**src/logic/sbr_pkg.sv**
```systemverilog
// Shared constants, command codes and timing counts for the SDRAM bank and refresh link
package sbr_pkg;
   localparam int ROW_W = 13;
   localparam int BANKS = 4;
   localparam int PSEL_BIT = 10;
   localparam int CNT_W = 6;
   localparam int CLK_NS = 10;
   // Clk cycles per half period of the link clock made by the controller
   localparam int LINK_HALF = 4;
   localparam int LINK_NS = 2 * LINK_HALF * CLK_NS;

   // Least times in ns, self refresh exit floor in link clocks; plain defaults, set per memory grade
   localparam int ROW_PRE_NS = 20;
   localparam int ROW_COL_NS = 20;
   localparam int ROW_CYC_NS = 70;
   localparam int ROW_ROW_NS = 15;
   localparam int ROW_ACT_NS = 45;
   localparam int SR_EXIT_NS = 120;
   localparam int REF_CYC_NS = 80;
   localparam int SR_EXIT_MIN_CK = 2;

   // Least time to link clocks: round up, never below one
   function automatic int ns_to_ck(input int ns);
      int ck;
      ck = (ns + LINK_NS - 1) / LINK_NS;
      return (ck < 1) ? 1 : ck;
   endfunction

   localparam logic [CNT_W-1:0] ROW_PRE_CK = CNT_W'(ns_to_ck(ROW_PRE_NS));
   localparam logic [CNT_W-1:0] ROW_COL_CK = CNT_W'(ns_to_ck(ROW_COL_NS));
   localparam logic [CNT_W-1:0] ROW_CYC_CK = CNT_W'(ns_to_ck(ROW_CYC_NS));
   localparam logic [CNT_W-1:0] ROW_ROW_CK = CNT_W'(ns_to_ck(ROW_ROW_NS));
   localparam logic [CNT_W-1:0] ROW_ACT_CK = CNT_W'(ns_to_ck(ROW_ACT_NS));
   localparam logic [CNT_W-1:0] REF_CYC_CK = CNT_W'(ns_to_ck(REF_CYC_NS));
   localparam logic [CNT_W-1:0] SR_EXIT_CK =
      CNT_W'((ns_to_ck(SR_EXIT_NS) < SR_EXIT_MIN_CK) ? SR_EXIT_MIN_CK : ns_to_ck(SR_EXIT_NS));

   // Longest refresh spacing, rounded down to clk cycles
   localparam int REF_INTERVAL_PS = 7812500;
   localparam int REFI_W = 10;
   localparam logic [REFI_W-1:0] REFI_CYC = REFI_W'(REF_INTERVAL_PS / (CLK_NS * 1000));

   // Strobe patterns {row, column, write}, chip select low
   localparam logic [2:0] PAT_NOP = 3'h7;
   localparam logic [2:0] PAT_ACT = 3'h3;
   localparam logic [2:0] PAT_RD = 3'h5;
   localparam logic [2:0] PAT_WR = 3'h4;
   localparam logic [2:0] PAT_STOP = 3'h6;
   localparam logic [2:0] PAT_PRE = 3'h2;
   localparam logic [2:0] PAT_REF = 3'h1;

   typedef enum logic [3:0] {
      CMD_NOP, CMD_ACT, CMD_RD, CMD_WR, CMD_PRE, CMD_PREALL,
      CMD_STOP, CMD_SELF, CMD_DEEP, CMD_WAKE
   } sbr_cmd_t;
endpackage

```
**src/logic/sbr_link_if.sv**
```systemverilog
// Command pins between the memory controller and the SDRAM
`timescale 1ns/1ps
`default_nettype none
interface sbr_link_if;
   logic sdram_clk;
   logic cke;
   logic cs_n;
   logic ras_n;
   logic cas_n;
   logic we_n;
   logic [1:0] ba;
   logic [sbr_pkg::ROW_W-1:0] addr;

   modport ctrl (output sdram_clk, cke, cs_n, ras_n, cas_n, we_n, ba, addr);
   modport mem (input sdram_clk, cke, cs_n, ras_n, cas_n, we_n, ba, addr);
endinterface
`default_nettype wire

```
**src/logic/sbr_ctrl.sv**
```systemverilog
// Memory controller end: link clock, bank bookkeeping, timing guards and refresh scheduling
`timescale 1ns/1ps
`default_nettype none
// Contract
// - Strobes plus clock enable select the command
// - Precharge select bit picks one or all
// - Select high closes all, low one bank
// - No activate before row precharge time elapses
// - Precharged bank idle; activate before access
// - Select bit on access gives auto precharge
// - Hold bank after auto precharge completes fully
// - Terminate cuts only the latest burst
// - Refresh only with banks idle, precharge met
// - Refresh row comes from internal counter
// - Spread refreshes, one per refresh interval
// - Self refresh: clock enable low, rest ignored
// - Self refresh runs on internal timing alone
// - Stay in self refresh row active time
// - Exit: clock, enable high, then NOPs
// - Resume refreshes within interval after exit
// - Deep power-down only with all banks idle
// - Deep power-down loses data, exits on enable
// - Row to column delay before access
// - Same-bank activates spaced by row cycle time
// - Cross-bank activates spaced by row-to-row delay
module sbr_ctrl #(
   parameter int BURST_LEN = 4
) (
   input wire logic clk_in,
   input wire logic rst_in,
   sbr_link_if.ctrl link,
   input wire logic req_valid_in,
   input wire sbr_pkg::sbr_cmd_t req_cmd_in,
   input wire logic [1:0] req_bank_in,
   input wire logic [sbr_pkg::ROW_W-1:0] req_addr_in,
   input wire logic req_auto_pre_in,
   output logic req_ready_out,
   output logic req_err_out,
   output logic [3:0] bank_open_out,
   output logic refreshing_out,
   output logic asleep_out
);
   localparam int RW = sbr_pkg::ROW_W;
   localparam int CW = sbr_pkg::CNT_W;
   localparam int FW = sbr_pkg::REFI_W;

   typedef enum logic [1:0] {ST_RUN, ST_WAIT, ST_SELF, ST_DEEP} sbr_cst_t;

   sbr_cst_t st_r, st_nxt;
   logic [1:0] div_r, div_nxt;
   logic sck_r, sck_nxt;
   logic cke_r, cke_nxt;
   logic cs_n_r;
   logic [2:0] pat_r, pat_nxt;
   logic [1:0] ba_r, ba_nxt;
   logic [RW-1:0] addr_r, addr_nxt;
   logic [3:0] open_r, open_nxt;
   logic [RW-1:0] row_r [4];
   logic [RW-1:0] row_nxt [4];
   logic [CW-1:0] trc_r [4];
   logic [CW-1:0] trc_nxt [4];
   logic [CW-1:0] rcd_r [4];
   logic [CW-1:0] rcd_nxt [4];
   logic [CW-1:0] tpre_r [4];
   logic [CW-1:0] tpre_nxt [4];
   logic [CW-1:0] rrd_r, rrd_nxt;
   logic [CW-1:0] wait_r, wait_nxt;
   logic [FW-1:0] refi_r, refi_nxt;
   logic err_r, err_nxt;
   logic tick, ok, bad, pre_idle, take;
   logic [1:0] b;

   // Pins change on the link clock's falling edge, centred for the rising sample
   assign tick = (div_r == 2'(sbr_pkg::LINK_HALF - 1)) && sck_r;
   assign b = req_bank_in;

   // Legality and timing of the offered request
   always_comb begin
      pre_idle = 1'b1;
      for (int i = 0; i < 4; i++) begin
         if (tpre_r[i] != '0 || trc_r[i] != '0) begin
            pre_idle = 1'b0;
         end
      end
      ok = 1'b0;
      bad = 1'b0;
      case (req_cmd_in)
         sbr_pkg::CMD_ACT: begin
            bad = open_r[b];
            ok = (tpre_r[b] == '0) && (trc_r[b] == '0) && (rrd_r == '0);
         end
         sbr_pkg::CMD_RD, sbr_pkg::CMD_WR: begin
            bad = !open_r[b];
            ok = (rcd_r[b] == '0);
         end
         sbr_pkg::CMD_PRE: ok = (tpre_r[b] == '0);
         sbr_pkg::CMD_PREALL: ok = pre_idle;
         sbr_pkg::CMD_STOP, sbr_pkg::CMD_NOP: ok = 1'b1;
         sbr_pkg::CMD_SELF, sbr_pkg::CMD_DEEP: begin
            bad = (open_r != 4'h0);
            ok = pre_idle;
         end
         default: bad = 1'b1;
      endcase
      // Asleep, only a wake is meaningful, and not before the least stay
      if (st_r == ST_SELF || st_r == ST_DEEP) begin
         bad = (req_cmd_in != sbr_pkg::CMD_WAKE);
         ok = (wait_r == '0);
      end
      req_ready_out = tick && (ok || bad) &&
         ((st_r == ST_RUN && refi_r != '0) || st_r == ST_SELF || st_r == ST_DEEP);
   end

   assign take = req_valid_in && req_ready_out;

   // Next state of the link, bank record and timers
   always_comb begin
      st_nxt = st_r;
      div_nxt = div_r + 2'h1;
      sck_nxt = sck_r;
      cke_nxt = cke_r;
      pat_nxt = pat_r;
      ba_nxt = ba_r;
      addr_nxt = addr_r;
      open_nxt = open_r;
      row_nxt = row_r;
      trc_nxt = trc_r;
      rcd_nxt = rcd_r;
      tpre_nxt = tpre_r;
      rrd_nxt = rrd_r;
      wait_nxt = wait_r;
      refi_nxt = (refi_r == '0) ? refi_r : refi_r - FW'(1);
      err_nxt = 1'b0;
      if (div_r == 2'(sbr_pkg::LINK_HALF - 1)) begin
         div_nxt = 2'h0;
         sck_nxt = ~sck_r;
      end
      if (tick) begin
         pat_nxt = sbr_pkg::PAT_NOP;
         for (int i = 0; i < 4; i++) begin
            trc_nxt[i] = (trc_r[i] == '0) ? trc_r[i] : trc_r[i] - CW'(1);
            rcd_nxt[i] = (rcd_r[i] == '0) ? rcd_r[i] : rcd_r[i] - CW'(1);
            tpre_nxt[i] = (tpre_r[i] == '0) ? tpre_r[i] : tpre_r[i] - CW'(1);
         end
         rrd_nxt = (rrd_r == '0) ? rrd_r : rrd_r - CW'(1);
         wait_nxt = (wait_r == '0) ? wait_r : wait_r - CW'(1);
         if (take && bad) begin
            err_nxt = 1'b1;
         end else if (take) begin
            ba_nxt = b;
            unique case (req_cmd_in)
               sbr_pkg::CMD_ACT: begin
                  pat_nxt = sbr_pkg::PAT_ACT;
                  addr_nxt = req_addr_in;
                  open_nxt[b] = 1'b1;
                  row_nxt[b] = req_addr_in;
                  trc_nxt[b] = sbr_pkg::ROW_CYC_CK;
                  rcd_nxt[b] = sbr_pkg::ROW_COL_CK;
                  rrd_nxt = sbr_pkg::ROW_ROW_CK;
               end
               sbr_pkg::CMD_RD, sbr_pkg::CMD_WR: begin
                  pat_nxt = (req_cmd_in == sbr_pkg::CMD_RD) ? sbr_pkg::PAT_RD : sbr_pkg::PAT_WR;
                  addr_nxt = req_addr_in;
                  addr_nxt[sbr_pkg::PSEL_BIT] = req_auto_pre_in;
                  if (req_auto_pre_in) begin
                     // Bank stays fenced for the burst plus a full precharge
                     open_nxt[b] = 1'b0;
                     tpre_nxt[b] = CW'(BURST_LEN) + sbr_pkg::ROW_PRE_CK;
                  end
               end
               sbr_pkg::CMD_PRE: begin
                  pat_nxt = sbr_pkg::PAT_PRE;
                  addr_nxt[sbr_pkg::PSEL_BIT] = 1'b0;
                  open_nxt[b] = 1'b0;
                  tpre_nxt[b] = sbr_pkg::ROW_PRE_CK;
               end
               sbr_pkg::CMD_PREALL: begin
                  pat_nxt = sbr_pkg::PAT_PRE;
                  addr_nxt[sbr_pkg::PSEL_BIT] = 1'b1;
                  open_nxt = 4'h0;
                  for (int i = 0; i < 4; i++) begin
                     tpre_nxt[i] = sbr_pkg::ROW_PRE_CK;
                  end
               end
               sbr_pkg::CMD_STOP: pat_nxt = sbr_pkg::PAT_STOP;
               sbr_pkg::CMD_SELF: begin
                  pat_nxt = sbr_pkg::PAT_REF;
                  cke_nxt = 1'b0;
                  wait_nxt = sbr_pkg::ROW_ACT_CK;
                  st_nxt = ST_SELF;
               end
               sbr_pkg::CMD_DEEP: begin
                  pat_nxt = sbr_pkg::PAT_STOP;
                  cke_nxt = 1'b0;
                  st_nxt = ST_DEEP;
               end
               sbr_pkg::CMD_WAKE: begin
                  // Link clock never stops, so it is stable before enable rises
                  cke_nxt = 1'b1;
                  wait_nxt = sbr_pkg::SR_EXIT_CK;
                  refi_nxt = sbr_pkg::REFI_CYC;
                  st_nxt = (st_r == ST_SELF) ? ST_WAIT : ST_RUN;
               end
               default: begin
               end
            endcase
         end else begin
            unique case (st_r)
               ST_RUN: begin
                  // Refresh due: close banks, honour precharge time, then refresh
                  if (refi_r == '0 && open_r != 4'h0 && pre_idle) begin
                     pat_nxt = sbr_pkg::PAT_PRE;
                     addr_nxt[sbr_pkg::PSEL_BIT] = 1'b1;
                     open_nxt = 4'h0;
                     for (int i = 0; i < 4; i++) begin
                        tpre_nxt[i] = sbr_pkg::ROW_PRE_CK;
                     end
                  end else if (refi_r == '0 && open_r == 4'h0 && pre_idle) begin
                     pat_nxt = sbr_pkg::PAT_REF;
                     wait_nxt = sbr_pkg::REF_CYC_CK;
                     refi_nxt = sbr_pkg::REFI_CYC;
                     st_nxt = ST_WAIT;
                  end
               end
               ST_WAIT: begin
                  if (wait_r == '0) begin
                     st_nxt = ST_RUN;
                  end
               end
               ST_SELF, ST_DEEP: begin
                  refi_nxt = sbr_pkg::REFI_CYC;
               end
            endcase
         end
      end
   end

   // State registers; pins idle deselected with enable high under reset
   always_ff @(posedge clk_in) begin
      if (rst_in) begin
         st_r <= ST_RUN;
         div_r <= 2'h0;
         sck_r <= 1'b0;
         cke_r <= 1'b1;
         cs_n_r <= 1'b1;
         pat_r <= sbr_pkg::PAT_NOP;
         ba_r <= 2'h0;
         addr_r <= '0;
         open_r <= 4'h0;
         for (int i = 0; i < 4; i++) begin
            row_r[i] <= '0;
            trc_r[i] <= '0;
            rcd_r[i] <= '0;
            tpre_r[i] <= '0;
         end
         rrd_r <= '0;
         wait_r <= '0;
         refi_r <= sbr_pkg::REFI_CYC;
         err_r <= 1'b0;
      end else begin
         st_r <= st_nxt;
         div_r <= div_nxt;
         sck_r <= sck_nxt;
         cke_r <= cke_nxt;
         cs_n_r <= 1'b0;
         pat_r <= pat_nxt;
         ba_r <= ba_nxt;
         addr_r <= addr_nxt;
         open_r <= open_nxt;
         row_r <= row_nxt;
         trc_r <= trc_nxt;
         rcd_r <= rcd_nxt;
         tpre_r <= tpre_nxt;
         rrd_r <= rrd_nxt;
         wait_r <= wait_nxt;
         refi_r <= refi_nxt;
         err_r <= err_nxt;
      end
   end

   // Link pins, all from flops
   assign link.sdram_clk = sck_r;
   assign link.cke = cke_r;
   assign link.cs_n = cs_n_r;
   assign {link.ras_n, link.cas_n, link.we_n} = pat_r;
   assign link.ba = ba_r;
   assign link.addr = addr_r;

   assign req_err_out = err_r;
   assign bank_open_out = open_r;
   assign refreshing_out = (st_r == ST_WAIT);
   assign asleep_out = (st_r == ST_SELF) || (st_r == ST_DEEP);
endmodule
`default_nettype wire

```
**src/flat_wrapper.sv**
```systemverilog
// flat-port wrapper written by rule: the top's interface ports become plain ports
module sbr_ctrl_flat 
#(
   parameter int BURST_LEN = 4
)
  (clk_in, rst_in, req_valid_in, req_cmd_in, req_bank_in, req_addr_in, req_auto_pre_in, req_ready_out, req_err_out, bank_open_out, refreshing_out, asleep_out, link_sdram_clk, link_cke, link_cs_n, link_ras_n, link_cas_n, link_we_n, link_ba, link_addr);
  sbr_link_if link_i ();
  input wire logic clk_in;
  input wire logic rst_in;
  input wire logic req_valid_in;
  input wire sbr_pkg::sbr_cmd_t req_cmd_in;
  input wire logic [1:0] req_bank_in;
  input wire logic [sbr_pkg::ROW_W-1:0] req_addr_in;
  input wire logic req_auto_pre_in;
  output logic req_ready_out;
  output logic req_err_out;
  output logic [3:0] bank_open_out;
  output logic refreshing_out;
  output logic asleep_out;
  output wire logic [$bits(link_i.sdram_clk)-1:0] link_sdram_clk;
  output wire logic [$bits(link_i.cke)-1:0] link_cke;
  output wire logic [$bits(link_i.cs_n)-1:0] link_cs_n;
  output wire logic [$bits(link_i.ras_n)-1:0] link_ras_n;
  output wire logic [$bits(link_i.cas_n)-1:0] link_cas_n;
  output wire logic [$bits(link_i.we_n)-1:0] link_we_n;
  output wire logic [$bits(link_i.ba)-1:0] link_ba;
  output wire logic [$bits(link_i.addr)-1:0] link_addr;
  assign link_sdram_clk = link_i.sdram_clk;
  assign link_cke = link_i.cke;
  assign link_cs_n = link_i.cs_n;
  assign link_ras_n = link_i.ras_n;
  assign link_cas_n = link_i.cas_n;
  assign link_we_n = link_i.we_n;
  assign link_ba = link_i.ba;
  assign link_addr = link_i.addr;
  sbr_ctrl #(.BURST_LEN(BURST_LEN)) u_core (.clk_in(clk_in), .rst_in(rst_in), .link(link_i), .req_valid_in(req_valid_in), .req_cmd_in(req_cmd_in), .req_bank_in(req_bank_in), .req_addr_in(req_addr_in), .req_auto_pre_in(req_auto_pre_in), .req_ready_out(req_ready_out), .req_err_out(req_err_out), .bank_open_out(bank_open_out), .refreshing_out(refreshing_out), .asleep_out(asleep_out));
endmodule
```
**config.mk**
```make
export PLATFORM = sky130hd
export DESIGN_NAME = sbr_ctrl_flat
export DESIGN_NICKNAME = d
export VERILOG_FILES = /design/src/logic/sbr_pkg.sv /design/src/logic/sbr_link_if.sv /design/src/logic/sbr_ctrl.sv /design/src/flat_wrapper.sv
export SDC_FILE = /design/constraint.sdc
export NUM_CORES = 1
export LEC_CHECK = 0
export BUFFER_PORTS_ARGS = -buffer_cell sky130_fd_sc_hd__buf_2
export CORE_UTILIZATION = 61
export DETAILED_ROUTE_END_ITERATION = 10
export GPL_ROUTABILITY_DRIVEN = 0
export PLACE_DENSITY = 0.85
export SYNTH_ARGS = -nofsm -noshare
export SYNTH_HDL_FRONTEND = slang
export SYNTH_SLANG_ARGS = --single-unit
```
**constraint.sdc**
```tcl
create_clock -name clk_in -period 3.1 [get_ports clk_in]
set_input_delay 0.31 -clock clk_in [delete_from_list [all_inputs] [get_ports clk_in]]
set_output_delay 0.31 -clock clk_in [all_outputs]
set_load 0.02 [all_outputs]
```
==> reports/qor.csv <==
metric;value;unit
status;complete, but fails checks;
violations;design-rule violations;
vias;7758;
avgSynthCellArea;7.80;um^2
num_rows;39;
yosys-mux-area-fraction;0.0321;
p_leak;0.00337;uW
synth_top_family_by_area;simple AND/OR/NAND/NOR gates;
synthCells;944;
peakVddDrop;0.390;mV
syn_area;7360;um^2
arrival;2.78;ns
timing.rr.end;u_core.st_r[0];
clk_pin_slew_worst_paths;0.06;ns
ys_ff_latch;124;
ioPinCount;52;
period_needed;3.09;ns
overflow;0;
r2r_start;u_core.tpre_r[7];
setup.worst_path.end_class;output port;
reg2regPathDepth;10;
grt_pass1_vias;7135;
grt_antenna_before_repair;0;
htreeDepth;4;
synth-xor-area-share;0.0262;
worstSkewPairLatency;0.43;ns
antenna_left;0;
synthArstFlopShare;0;
yosysSeqAreaShare;0.337;
drc;2;
diodes;0;
max-cap-violations;0;
cts_buffers;17;
synth_cell_type_count;81;
cts.hold.buffers_added;0;
power_density;445;nW/um^2
yosysWarnings;0;
drt-vias-per-instance;6.58;
synthToLayoutAreaGrowth;17.7;%
grt_pass1_wl;34200;um
maxSlewHeadroom;0.548;
critical_path.max_fanout;5;
routed_wl;21200;um
final_cell_mix;122 x dfxtp_1, 104 x nand2_1, 88 x nor2_1, 59 x a21oi_1, 58 x nor3_1;
cp-start-kind;flop;
io_buffers;51;
worstHoldPathCells;3;
min_from;req_addr_in[3];
nFillCells;872;
dieArea;12500;um^2
worst_ep_required_time;2.79;ns
hold_class;in -> reg;
die_w;112;um
preCtsSetupSlack;0.0870;ns
track_usage;0.342;
fmax;324;MHz
avgRoutedWirePerCell;17.9;um
fin_worst_skew;0.00591;ns
final_common_cell;dfxtp_1;
synth_adder_area_share;0.0357;
r2r_slack;0.02;ns
drive_gt1_frac;0.171;
core_area;11600;um^2
worst_slack;0.0141;ns
fin_nets;1067;
crit_type;reg -> out;
finalSetupViolCount;0;
rsz0062_at_grt;yes;
drt-initial-drc-count;1116;
cts_max_path_buffers;2;
synth_edf_count;0;
synth-simple-area-share;0.286;
root_buffer;clkbuf_16;
dp_hpwl;14800;um
start_util;0.634;
hold_viol;0;
drv_slew;0;
synth_compound_area_frac;0.232;
timing.final.crit_share;0.995;
fp.dieH;112;um
final_core_util;0.746;
syn_nets;988;
drt_pass1_iterations;9;
cts_sinks;124;
synthFlopType;dfxtp_1;
cts_tree;done;
worst_slew_pin_slew;0.670;ns
grt_max_degree;36;
power;3860;uW
min_to;u_core.link.addr[3];
## cell usage after synthesis (all sizes together) (4+ instances only)
master   instances  area share
inv             51       0.026
or3             17       0.016
o311ai           5      0.0059
o32ai            4      0.0058
or4             11       0.011
xor2             4      0.0048
a211oi          14       0.016
o211ai          11       0.014
dfxtp          124        0.34
a32o             4      0.0056
nor3b           14       0.015
nand3           28       0.019
nand2          104       0.053
o31a             4      0.0048
nor2b           16       0.014
buf             16       0.011
a31oi           28       0.024
nor4b            6      0.0071
nand2b           7      0.0059
nor2            90       0.046
o31ai            5      0.0051
o21ai           49       0.034
nand4           19       0.016
and2             9      0.0076
a21oi           63       0.045
a22oi           10       0.010
xnor2           18       0.021
mux2i           18       0.024
o2111ai          5      0.0068
o21a             7      0.0071
clkbuf          29       0.015
nor3            58       0.039
nor4            14       0.016
o22ai            9      0.0076
a41oi            6      0.0071
ha              21       0.036
## stage by stage
stage,hold slack [ns],std cells,TNS (ns),cell area [um^2]
6_report,0.111,1179,0,8670
5_1_grt,0.108,1179,-0.150,8670
4_1_cts,0.105,1176,0,8590
3_5_place_dp,0.447,1144,0,8010
3_3_place_gp,0.418,1144,0,8010
2_1_floorplan,0.338,944,0,7360
## worst max-delay path, stage by stage (launching register included)
cell      delay, ns
dfxtp_2        0.33
inv_2          0.08
ha_4           0.13
or3b_4         0.37
or3_4          0.44
nor4_4         0.21
a32o_2         0.31
o21bai_4       0.13
a21oi_2        0.18
buf_4          0.16
## final cells by class
class,count,area [um^2],area share
Tap cell,143,179,0.0206
Timing Repair Buffer,105,676,0.0780
Clock buffer,22,474,0.0547
Multi-Input combinational cell,724,4540,0.524
Sequential cell,124,2490,0.287
Clock inverter,10,115,0.0133
Inverter,51,191,0.0221
## sequential cells by signal (all words and copies together), names as in the netlist
name	cells
u_core.bank_open_out	4
u_core.div_r	2
u_core.link.addr	13
u_core.link.ba	2
u_core.link.cke	1
u_core.link.cs_n	1
u_core.link.sdram_clk	1
u_core.pat_r	3
u_core.rcd_r	24
u_core.refi_r	10
u_core.req_err_out	1
u_core.rrd_r	6
u_core.st_r	2
u_core.tpre_r	24
u_core.trc_r	24
u_core.wait_r	6
## how the worst max path moves through the flow
stage / start / end / slack, ns
6_report: u_core.tpre_r[7] / req_ready_out / 0.01
5_1_grt: u_core.tpre_r[7] / u_core.st_r[0] / -0.05
4_1_cts: u_core.tpre_r[6] / req_ready_out / 0.001
3_5_place_dp: u_core.tpre_r[6] / u_core.rrd_r[0] / 0.09
3_3_place_gp: u_core.tpre_r[6] / u_core.link.addr[10] / 0.20
2_1_floorplan: u_core.tpre_r[6] / u_core.refi_r[3] / 0.27
## what timing repair did
item                       CTS  global route
setup endpoints to repair    1            29
setup buffers                0             3
gates resized for setup      0            18
pin swaps                    1             6
## power breakdown
| part | internal (uW) | switching [uW] | leakage, uW |
|---|---|---|---|
| Sequential | 1610 | 14.7 | 0.00100 |
| Clock | 1240 | 718 | 0.000282 |
| Combinational | 99.3 | 176 | 0.00209 |
## cell families (layout without fill, tap and decap cells)
| group | count (synthesis) | count (layout) |
|---|---|---|
| mux | 22 | 22 |
| buf+inv | 96 | 188 |
| fa+ha+maj | 21 | 21 |
| xor+xnor | 22 | 22 |
| compound gates | 250 | 250 |
| flops | 124 | 124 |
| simple gates | 409 | 409 |
## metal layers
layer	up-vias	routed length [um]	global-route usage
li1	3655	-	-
met1	3565	8690	0.426
met2	457	9630	0.543
met3	81	2190	0.0996
met4	0	658	0.164
met5	-	0	0
Power figures use the tool's default switching activity.
